<file path="config.mk">
export PLATFORM = sky130hd
export DESIGN_NAME = multicast_hash_filter_regs
export DESIGN_NICKNAME = d
export VERILOG_FILES = /design/src/shared/hash_filter_pkg.sv /design/src/rtl/multicast_hash_filter_regs.sv
export SDC_FILE = /design/constraint.sdc
export NUM_CORES = 1
export LEC_CHECK = 0
export ABC_AREA = 1
export BUFFER_PORTS_ARGS = -buffer_cell sky130_fd_sc_hd__buf_2
export CAP_MARGIN = 25
export CORE_UTILIZATION = 40
export CTS_CLUSTER_SIZE = 8
export DETAILED_ROUTE_END_ITERATION = 10
export HOLD_SLACK_MARGIN = 0.06
export PLACE_DENSITY = 0.56
export SLEW_MARGIN = 30
export SYNTH_ARGS = -nofsm -noshare
export SYNTH_HDL_FRONTEND = slang
export SYNTH_SLANG_ARGS = --single-unit
export TNS_END_PERCENT = 5
</file>
<file path="constraint.sdc">
create_clock -name ref_clk_i -period 2.64 [get_ports ref_clk_i]
set_input_delay 0.264 -clock ref_clk_i [delete_from_list [all_inputs] [get_ports ref_clk_i]]
set_output_delay 0.264 -clock ref_clk_i [all_outputs]
set_load 0.03 [all_outputs]
</file>
<file path="src/shared/hash_filter_pkg.sv">
/*
 holds register offsets, bank numbers, field positions, reset values and bus
 carriers for the multicast hash filter register group.
 assumes a banked 16-bit register space addressed by bank select plus offset.
*/
`default_nettype none

package hash_filter_pkg;

   // banks and offsets
   localparam logic [5:0] BANK_RX = 6'h12;
   localparam logic [5:0] BANK_HASH = 6'h13;
   localparam logic [5:0] BANK_RSVD_LO = 6'h14;
   localparam logic [5:0] BANK_RSVD_HI = 6'h1F;
   localparam logic [5:0] BANK_SWITCH = 6'h20;
   localparam logic [3:0] OFS_HASH_0 = 4'h0;
   localparam logic [3:0] OFS_HASH_1 = 4'h2;
   localparam logic [3:0] OFS_HASH_2 = 4'h4;
   localparam logic [3:0] OFS_HASH_3 = 4'h6;
   localparam logic [3:0] OFS_FRAME_LEN = 4'h6;
   localparam logic [3:0] OFS_IDENTITY = 4'h0;
   localparam logic [3:0] OFS_BANK_SEL = 4'hE;
   localparam logic [3:0] OFS_RX_CTRL = 4'hC;

   // field layout
   localparam int LEN_W = 11;
   localparam int HASH_IDX_W = 6;
   localparam int HASH_WORDS = 4;
   localparam int RXC_ALL_BIT = 0;
   localparam int RXC_GROUP_BIT = 1;

   // reset values
   localparam logic [15:0] HASH_RST = 16'h0000;
   localparam logic [5:0] BANK_RST = 6'h00;

   // identity values, arbitrary neutral codes
   localparam logic [7:0] FAMILY_CODE = 8'h5A;
   localparam logic [3:0] CHIP_CODE = 4'h3;
   localparam logic [2:0] REV_CODE = 3'h2;

   // crc-32
   localparam logic [31:0] CRC_POLY = 32'h04C1_1DB7;
   localparam logic [31:0] CRC_INIT = 32'hFFFF_FFFF;
   localparam int DA_BYTES = 6;

   typedef struct packed {
      logic wr;
      logic rd;
      logic [3:0] addr;
      logic [15:0] wdata;
   } reg_req_t;

   typedef struct packed {
      logic valid;
      logic [47:0] dest_addr;
   } frame_req_t;

   typedef struct packed {
      logic valid;
      logic accept;
   } frame_verdict_t;

endpackage

`default_nettype wire

</file>
<file path="src/rtl/multicast_hash_filter_regs.sv">
/*
 multicast hash filter register group: head frame length mirror, four hash
 table words with crc-32 lookup on group destination addresses, identity word
 with switch start bit, and a bank select register.
 assumes a host writing and reading one cycle per strobe, and a receive queue
 presenting the head frame byte-count word and a valid flag synchronously.
*/
`timescale 1ns/1ps
`default_nettype none

module multicast_hash_filter_regs (
   input wire logic ref_clk_i,
   input wire logic rstn_i,
   input wire hash_filter_pkg::reg_req_t req_i,
   output logic [15:0] rdata_o,
   input wire logic [15:0] head_count_word_i,
   input wire logic head_frame_valid_i,
   input wire hash_filter_pkg::frame_req_t frame_i,
   output hash_filter_pkg::frame_verdict_t verdict_o,
   output logic switch_enable_o
);

   typedef enum logic [2:0] {
      ST_IDLE = 3'b001,
      ST_HASH = 3'b010,
      ST_DONE = 3'b100
   } hash_state_t;

   logic [15:0] hash_word_q [hash_filter_pkg::HASH_WORDS];
   logic [5:0] bank_q;
   logic start_q;
   logic accept_every_frame_q;
   logic accept_every_group_frame_q;
   logic [15:0] rdata_q;
   hash_state_t state_q;
   logic [31:0] crc_q;
   logic [47:0] da_q;
   logic [2:0] byte_cnt_q;
   logic frame_group_q;
   hash_filter_pkg::frame_verdict_t verdict_q;
   logic [hash_filter_pkg::LEN_W-1:0] frame_len_q;

   logic [hash_filter_pkg::HASH_IDX_W-1:0] hash_idx;
   logic [31:0] crc_d;
   logic table_bit;
   logic bank_reserved;

   // reserved banks decode nothing but bank select
   assign bank_reserved = (bank_q >= hash_filter_pkg::BANK_RSVD_LO) &&
                          (bank_q <= hash_filter_pkg::BANK_RSVD_HI);

   // bank select, reachable at the same offset in every bank
   always_ff @(posedge ref_clk_i) begin
      if (!rstn_i) begin
         bank_q <= hash_filter_pkg::BANK_RST;
      end else if (req_i.wr && req_i.addr == hash_filter_pkg::OFS_BANK_SEL) begin
         bank_q <= req_i.wdata[5:0];
      end
   end

   // hash table words
   always_ff @(posedge ref_clk_i) begin
      if (!rstn_i) begin
         for (int i = 0; i < hash_filter_pkg::HASH_WORDS; i++) begin
            hash_word_q[i] <= hash_filter_pkg::HASH_RST;
         end
      end else if (req_i.wr && bank_q == hash_filter_pkg::BANK_HASH) begin
         case (req_i.addr)
            hash_filter_pkg::OFS_HASH_0: hash_word_q[0] <= req_i.wdata;
            hash_filter_pkg::OFS_HASH_1: hash_word_q[1] <= req_i.wdata;
            hash_filter_pkg::OFS_HASH_2: hash_word_q[2] <= req_i.wdata;
            hash_filter_pkg::OFS_HASH_3: hash_word_q[3] <= req_i.wdata;
            default: ;
         endcase
      end
   end

   // start bit; identity fields above it ignore writes
   always_ff @(posedge ref_clk_i) begin
      if (!rstn_i) begin
         start_q <= 1'b0;
      end else if (req_i.wr && bank_q == hash_filter_pkg::BANK_SWITCH &&
                   req_i.addr == hash_filter_pkg::OFS_IDENTITY) begin
         start_q <= req_i.wdata[0];
      end
   end

   // receive control bits, kept locally so the filter can bypass the table
   always_ff @(posedge ref_clk_i) begin
      if (!rstn_i) begin
         accept_every_frame_q <= 1'b0;
         accept_every_group_frame_q <= 1'b0;
      end else if (req_i.wr && bank_q == hash_filter_pkg::BANK_RX &&
                   req_i.addr == hash_filter_pkg::OFS_RX_CTRL) begin
         accept_every_frame_q <= req_i.wdata[hash_filter_pkg::RXC_ALL_BIT];
         accept_every_group_frame_q <= req_i.wdata[hash_filter_pkg::RXC_GROUP_BIT];
      end
   end

   // length mirror follows the head frame only while it is complete
   always_ff @(posedge ref_clk_i) begin
      if (!rstn_i) begin
         frame_len_q <= '0;
      end else if (head_frame_valid_i) begin
         frame_len_q <= head_count_word_i[hash_filter_pkg::LEN_W-1:0];
      end
   end

   // read mux, data one cycle after the strobe, unmapped reads zero
   always_ff @(posedge ref_clk_i) begin
      if (!rstn_i) begin
         rdata_q <= 16'h0000;
      end else if (req_i.rd) begin
         rdata_q <= 16'h0000;
         if (req_i.addr == hash_filter_pkg::OFS_BANK_SEL) begin
            rdata_q <= {10'h000, bank_q};
         end else if (!bank_reserved) begin
            case (bank_q)
               hash_filter_pkg::BANK_RX: begin
                  if (req_i.addr == hash_filter_pkg::OFS_FRAME_LEN) begin
                     // upper five bits reserved, read zero
                     rdata_q <= {5'h00, frame_len_q};
                  end else if (req_i.addr == hash_filter_pkg::OFS_RX_CTRL) begin
                     rdata_q <= {14'h0000, accept_every_group_frame_q,
                                 accept_every_frame_q};
                  end
               end
               hash_filter_pkg::BANK_HASH: begin
                  case (req_i.addr)
                     hash_filter_pkg::OFS_HASH_0: rdata_q <= hash_word_q[0];
                     hash_filter_pkg::OFS_HASH_1: rdata_q <= hash_word_q[1];
                     hash_filter_pkg::OFS_HASH_2: rdata_q <= hash_word_q[2];
                     hash_filter_pkg::OFS_HASH_3: rdata_q <= hash_word_q[3];
                     default: rdata_q <= 16'h0000;
                  endcase
               end
               hash_filter_pkg::BANK_SWITCH: begin
                  if (req_i.addr == hash_filter_pkg::OFS_IDENTITY) begin
                     rdata_q <= {hash_filter_pkg::FAMILY_CODE, hash_filter_pkg::CHIP_CODE,
                                 hash_filter_pkg::REV_CODE, start_q};
                  end
               end
               default: rdata_q <= 16'h0000;
            endcase
         end
      end
   end

   // one byte of reflected crc-32, lsb first as the bits go on the wire
   function automatic logic [31:0] crc_byte(input logic [31:0] crc, input logic [7:0] b);
      logic [31:0] c;
      c = crc;
      for (int k = 0; k < 8; k++) begin
         if (c[31] ^ b[k]) begin
            c = {c[30:0], 1'b0} ^ hash_filter_pkg::CRC_POLY;
         end else begin
            c = {c[30:0], 1'b0};
         end
      end
      return c;
   endfunction

   // first destination byte sits in the top of the 48-bit field
   assign crc_d = crc_byte(crc_q, da_q[47:40]);
   assign hash_idx = crc_q[31:26];
   assign table_bit = hash_word_q[hash_idx[5:4]][hash_idx[3:0]];

   // hash walk, one byte per cycle; a group frame has bit 0 of byte 0 set
   always_ff @(posedge ref_clk_i) begin
      if (!rstn_i) begin
         state_q <= ST_IDLE;
         crc_q <= hash_filter_pkg::CRC_INIT;
         da_q <= 48'h0000_0000_0000;
         byte_cnt_q <= 3'h0;
         frame_group_q <= 1'b0;
      end else begin
         case (state_q)
            ST_IDLE: begin
               if (frame_i.valid) begin
                  da_q <= frame_i.dest_addr;
                  frame_group_q <= frame_i.dest_addr[40];
                  crc_q <= hash_filter_pkg::CRC_INIT;
                  byte_cnt_q <= 3'h0;
                  state_q <= ST_HASH;
               end
            end
            ST_HASH: begin
               crc_q <= crc_d;
               da_q <= {da_q[39:0], 8'h00};
               byte_cnt_q <= byte_cnt_q + 3'h1;
               if (byte_cnt_q == 3'(hash_filter_pkg::DA_BYTES - 1)) begin
                  state_q <= ST_DONE;
               end
            end
            ST_DONE: state_q <= ST_IDLE;
            default: state_q <= ST_IDLE;
         endcase
      end
   end

   // verdict; unicast frames are not this filter's business and pass
   always_ff @(posedge ref_clk_i) begin
      if (!rstn_i) begin
         verdict_q <= '0;
      end else begin
         verdict_q.valid <= (state_q == ST_DONE);
         if (state_q == ST_DONE) begin
            if (!frame_group_q || accept_every_frame_q || accept_every_group_frame_q) begin
               verdict_q.accept <= 1'b1;
            end else begin
               verdict_q.accept <= table_bit;
            end
         end
      end
   end

   // switch enable output mirrors the start bit
   always_ff @(posedge ref_clk_i) begin
      if (!rstn_i) begin
         switch_enable_o <= 1'b0;
      end else begin
         switch_enable_o <= start_q;
      end
   end

   assign rdata_o = rdata_q;
   assign verdict_o = verdict_q;

endmodule // multicast_hash_filter_regs

`default_nettype wire

</file>
==> results.yml, run 1 <==
synthesis:
  ys_ff_latch: 192
  syn-cell-area_um2: 9676
  synth_warnings: 0
  synth.net_count: 1369
  synthDistinctLibCells: 42
  synth.avg_cell_area_um2: 7.577
  syn_inst: 1277
  yosysSeqAreaShare_pct: 46.35
setup_path:
  crit_path_end_kind: "register"
  r2r-start: "state_q[0]"
  reg2reg_slack_ps: 600
  worst_r2r_endpoint: "crc_q[6]"
  critPathKind: "reg -> reg"
  cp.required_ps: 2980
  arrival_ps: 2380
  cp-start-kind: "register"
  worst-path-max-fanout: 30
  rr_worst_depth: 10
floorplanning:
  io_pins: 109
  initial_core_util_pct: 40.98
  placementRows: 56
  die_area_um2: 24810
  coreArea_um2: 23610
  die_h_um: 157.5
  die-width_um: 157.5
pwr:
  p_leak_nw: 4.802
  p_seq_share_pct: 45.5
  power_mw: 7.263
  clkPwrFrac_pct: 35.9
  peakVddDrop_mv: 0.3555
  p_int_mw: 4.964
  switchingPower_mw: 2.299
  switching_share_pct: 31.65
  combPwrFrac_pct: 18.6
  power.density_nw_per_um2: 648.6
clock_tree:
  clk_latency_ps: 450
  ctsRootBufferMaster: "clkbuf_16"
  cts_buffers: 17
  clock-sinks: 192
  post_cts_buffers: 0
  cts_tree: "yes"
  clkTransAtPathRegs_ps: 80
  htreeDepth: 4
  clk_path_buf_depth: 2
sta:
  fin_crit_sh_pct: 77.18
  finalSetupTns_ps: 0
  whs_ps: 71.25
  hold_viol_final: 0
  setup_viol: 0
  slew_viol_final: 0
  relSlewSlack_pct: 55.75
  layout_min_cycle_time_ps: 2038
  tightest_slew_ps: 663.8
  max_freq_ghz: 0.4908
  rsz0062_at_grt: "no"
  skew_ps: 10.73
routing:
  drc: 0
  wl_per_cell_um: 15.39
  antenna_left: 0
  vias: 8566
  initialDrtViolationCount: 614
  first_pass_iters: 7
  viasPerCell: 5.021
  routed_wl_mm: 26.26
global_routing:
  grt_start_max_net_pins: 61
  overflow: 0
  grt_pass1_vias: 7986
  grt_pass1_wl_mm: 41.91
  antenna_found_initial: 0
  grtUsageTotal_pct: 22.15
finish:
  nNetsFinal: 1466
  post_route_cells_drive_above_1_share_pct: 14.71
  seq_area_um2: 4484
  diodes: 0
  final_core_util_pct: 47.42
  fillCellCount: 2397
  area_growth_pct: 15.74
  multi_input_area_um2: 4492
worst_hold_path:
  holdPathEnd: "frame_len_q[0]"
  worst_hold_path_type: "in -> reg"
  hp-start: "head_count_word_i[0]"
  min_path_cells: 3
place:
  port_buffers: 103
  finalWeightedCongestion: 0.9005
  place_hpwl_mm: 17.60
run_status:
  status: "complete, no violations"
flow_run:
  maxCapViolCount: 0
## registers in the layout, indices dropped and copies added (netlist names), 2 cells and up, named ones only
signal and count:
frame_len_q 11, verdict_o 2, hash_word_q 64, da_q 48
state_q 3, rdata_o 16, bank_q 6, crc_q 32
byte_cnt_q 3
## cells in the final DEF (no fill, tap or decap), types with 3 or more instances in the layout
cell / instances
nor3_4: 5
buf_2: 103
nand2_1: 451
nor2_1: 115
nand3_1: 95
o21ai_0: 50
inv_1: 90
o211ai_1: 10
a21oi_1: 43
dlygate4sd3_1: 13
xor2_1: 28
buf_4: 25
edfxtp_1: 64
clkbuf_16: 17
inv_2: 9
nand4_1: 21
a31oi_1: 40
xnor2_4: 3
inv_8: 6
nand2_2: 10
o21ai_1: 4
dfxtp_1: 128
xnor2_1: 14
nand3_4: 4
nor3_1: 5
## metal layers
metal | track usage [%] | vias to the layer above | wire length, um
li1 | - | 4330 | -
met1 | 31.35 | 3965 | 12670
met2 | 34.09 | 238 | 11720
met3 | 3.662 | 33 | 1410
met4 | 7.397 | 0 | 463
met5 | 0 | - | 0
## power groups by stage
stage	registers (mW)	clock network (mW)	logic [mW]
2_1_floorplan	3.35	0	0.987
3_3_place_gp	3.37	0	1.33
3_5_place_dp	3.37	0	1.34
4_1_cts	3.30	2.66	1.36
5_1_grt	3.32	2.78	1.52
6_report	3.30	2.61	1.35
## worst max-delay path by stage
stage                    start                 to  slack, ps
floorplan            req_i[19]  hash_word_q[0][0]         20
global placement    state_q[0]           crc_q[6]        610
detailed placement  state_q[0]           crc_q[6]        590
CTS                 state_q[0]           crc_q[6]        580
global route        state_q[0]           crc_q[6]        340
finish              state_q[0]           crc_q[6]        600
## synthesized netlist by cell type (all sizes together)
| cell type | number | area (um2) |
|---|---|---|
| ha | 2 | 25.02 |
| o211ai | 10 | 75.07 |
| nand3b | 1 | 7.510 |
| nand4 | 21 | 131.4 |
| o21bai | 2 | 15.01 |
| nor2 | 117 | 449.2 |
| edfxtp | 64 | 1922 |
| o2111ai | 2 | 17.52 |
| xnor2 | 18 | 221.5 |
| o32ai | 1 | 8.760 |
| buf | 30 | 196.4 |
| a22oi | 2 | 15.01 |
| xor2 | 32 | 332.8 |
| or2 | 2 | 12.52 |
| nand3 | 99 | 545.5 |
| o21ai | 54 | 270.3 |
| dfxtp | 128 | 2562 |
| clkbuf | 34 | 127.6 |
| nor3 | 11 | 116.4 |
| inv | 99 | 371.6 |
| nand2 | 463 | 1778 |
| a31oi | 40 | 250.2 |
| a21oi | 43 | 215.2 |
| clkinv | 2 | 8.750 |
## repair_timing
| action | in CTS | in global routing |
|---|---|---|
| hold buffers | 13 | 0 |
| endpoints found under the hold margin | 13 | 0 |
| endpoints found under the setup margin | 0 | 0 |
| resized for setup | 0 | 0 |
## worst max-delay path: stages, from the launching register on
cell,delay [ps]
dfxtp_1,380
inv_1,80
nor3_2,140
nand2_1,290
inv_2,170
nor2_4,40
inv_2,370
buf_4,260
o21ai_0,90
inv_1,70
nand2_1,40
## cell families (layout without fill, tap and decap cells)
| family | after synthesis | after routing | share of synthesized area, % |
|---|---|---|---|
| AOI/OAI and AO/OA | 154 | 154 | 8.962 |
| xor gates and xnor gates | 50 | 50 | 5.729 |
| adders and majority gates | 2 | 2 | 0.2586 |
| buffers and inverters | 165 | 275 | 7.280 |
| DFF | 192 | 192 | 46.35 |
| and+or+nand+nor | 714 | 714 | 31.42 |
## final cells by class
class	instances	share of cell area (%)
inverter	101	3.397
clock buffer	17	3.799
timing repair buffer	142	7.620
clock inverter	15	1.464
tap	319	3.564
sequential	192	40.04
multi-input combinational	920	40.11
## metrics by stage
stage | instance area, um2 | setup slack (ps) | instances
2_1_floorplan | 9676 | 17.32 | 1277
3_3_place_gp | 10480 | 608.4 | 1661
3_5_place_dp | 10480 | 588.5 | 1661
4_1_cts | 11200 | 583.5 | 1706
5_1_grt | 11200 | 341.3 | 1706
6_report | 11200 | 602.4 | 1706
No activity file was read; power rests on OpenSTA's default activity.
==> inputs of run 2 (changes only) <==
Settings changed: PLACE_DENSITY 0.56 to 0.54.
Clock period 2.64 ns to 1.97 ns, I/O delays scaled along.
==> results.yml, run 2 (synthesized netlist as in run 1, its figures left out) <==
run_status:
  status: "complete, no violations"
finish:
  fillCellCount: 2321
  largest_reg_flops: 64
  area_growth_pct: 22.64
  regMostFlops: "hash_word_q"
  layout_commonest_cell: "nand2_1"
  final_core_util_pct: 50.25
  multi_input_area_um2: 4496
  diodes: 0
  post_route_cells_drive_above_1_share_pct: 15.01
  seq_area_um2: 4484
  reg_top3: "hash_word_q x64, da_q x48, crc_q x32"
  nNetsFinal: 1525
  layout_common_cells: "nand2_1, dfxtp_1, nor2_1"
sta:
  relSlewSlack_pct: 56.69
  skew_ps: 15.80
  whs_ps: 79.75
  slew_viol_final: 0
  tightest_slew_ps: 649.7
  hold_viol_final: 0
  setup_viol: 0
  layout_min_cycle_time_ps: 1767
  max_freq_ghz: 0.5659
  fin_crit_sh_pct: 89.70
  rsz0062_at_grt: "no"
floorplanning:
  die_h_um: 157.5
  coreArea_um2: 23610
  die-width_um: 157.5
  initial_core_util_pct: 40.98
  die_area_um2: 24810
  placementRows: 56
  io_pins: 109
clock_tree:
  ctsRootBufferMaster: "clkbuf_16"
  clk_latency_ps: 430
  clkTransAtPathRegs_ps: 80
  ctsResizeCount: 0
  clock-sinks: 192
  cts_tree: "yes"
  clk_path_buf_depth: 2
  htreeDepth: 4
  cts_buffers: 17
setup_path:
  rr_worst_depth: 9
  arrival_ps: 2070
  critPathKind: "reg -> reg"
  cp.required_ps: 2270
  worst-path-max-fanout: 5
  reg2reg_slack_ps: 200
  startpoint: "crc_q[28]"
  crit_path_end_kind: "register"
  cp-start-kind: "register"
  r2r-start: "crc_q[28]"
routing:
  vias: 8702
  viasPerCell: 4.930
  drc: 0
  antenna_left: 0
  first_pass_iters: 5
  routed_wl_mm: 27.15
  wl_per_cell_um: 15.38
  initialDrtViolationCount: 623
flow_run:
  maxCapViolCount: 0
place:
  place_hpwl_mm: 17.84
  finalWeightedCongestion: 0.8574
  port_buffers: 103
pwr:
  peakVddDrop_mv: 0.5183
  combPwrFrac_pct: 19.3
  power_mw: 10.13
  p_int_mw: 7.072
  clkPwrFrac_pct: 36.9
  p_seq_share_pct: 43.7
  power.density_nw_per_um2: 853.3
  p_leak_nw: 5.110
  switching_share_pct: 30.15
  switchingPower_mw: 3.053
worst_hold_path:
  worst_hold_path_type: "in -> reg"
  hp-start: "head_count_word_i[3]"
  min_path_cells: 3
global_routing:
  antenna_found_initial: 0
  grt_start_max_net_pins: 64
  grtUsageTotal_pct: 22.72
  grt_pass1_vias: 8113
  overflow: 0
  grt_pass1_wl_mm: 43.26
run 2: metal layers:
layer / track usage, % / share of wire (%)
met5: 0 / 0
met4: 4.531 / 0.87
met3: 4.460 / 5.4
met2: 35.86 / 45
met1: 32.15 / 48
run 2: cell type report:
cell class                 count  area share (%)
timing repair buffer         201           12.42
tap                          319           3.364
clock inverter                15           1.750
clock buffer                  17           3.585
inverter                     101           3.205
multi-input combinational    920           37.88
sequential                   192           37.79
run 2: power groups by stage:
stage | clock network [mW] | registers (mW) | logic [mW]
finish | 3.74 | 4.43 | 1.96
global route | 3.98 | 4.45 | 2.20
CTS | 3.80 | 4.43 | 1.96
detailed placement | 0 | 4.52 | 1.86
global placement | 0 | 4.51 | 1.85
floorplan | 0 | 4.49 | 1.32
run 2: final timing paths:
| kind | to |
|---|---|
| worst max-delay path | crc_q[26] |
| worst min register to register | frame_len_q[8] |
| worst max register to register | crc_q[26] |
| worst min-delay path | frame_len_q[3] |
run 2: through the flow:
step	cells	instance area, um2	setup slack (ps)	TNS (ps)
after floorplan	1277	9679	-120.2	-1923
after global placement	1674	10640	203.9	0
after detailed placement	1674	10640	196.8	0
after CTS	1765	11870	202.5	0
after global routing	1765	11870	10.14	0
final	1765	11870	202.8	0
run 2: repair_timing:
action	CTS	global route
hold buffers	59	0
endpoints found under the hold margin	60	0
setup buffers	0	0
run 2: worst max-delay path: stages (launching register included):
cell and delay, ps:
dfxtp_1 410, inv_2 90, nand2_1 70, nand2_1 180, xnor2_1 320, buf_4 160, xor2_1 170, nand2_1 70
o211ai_1 90, nand3_1 80
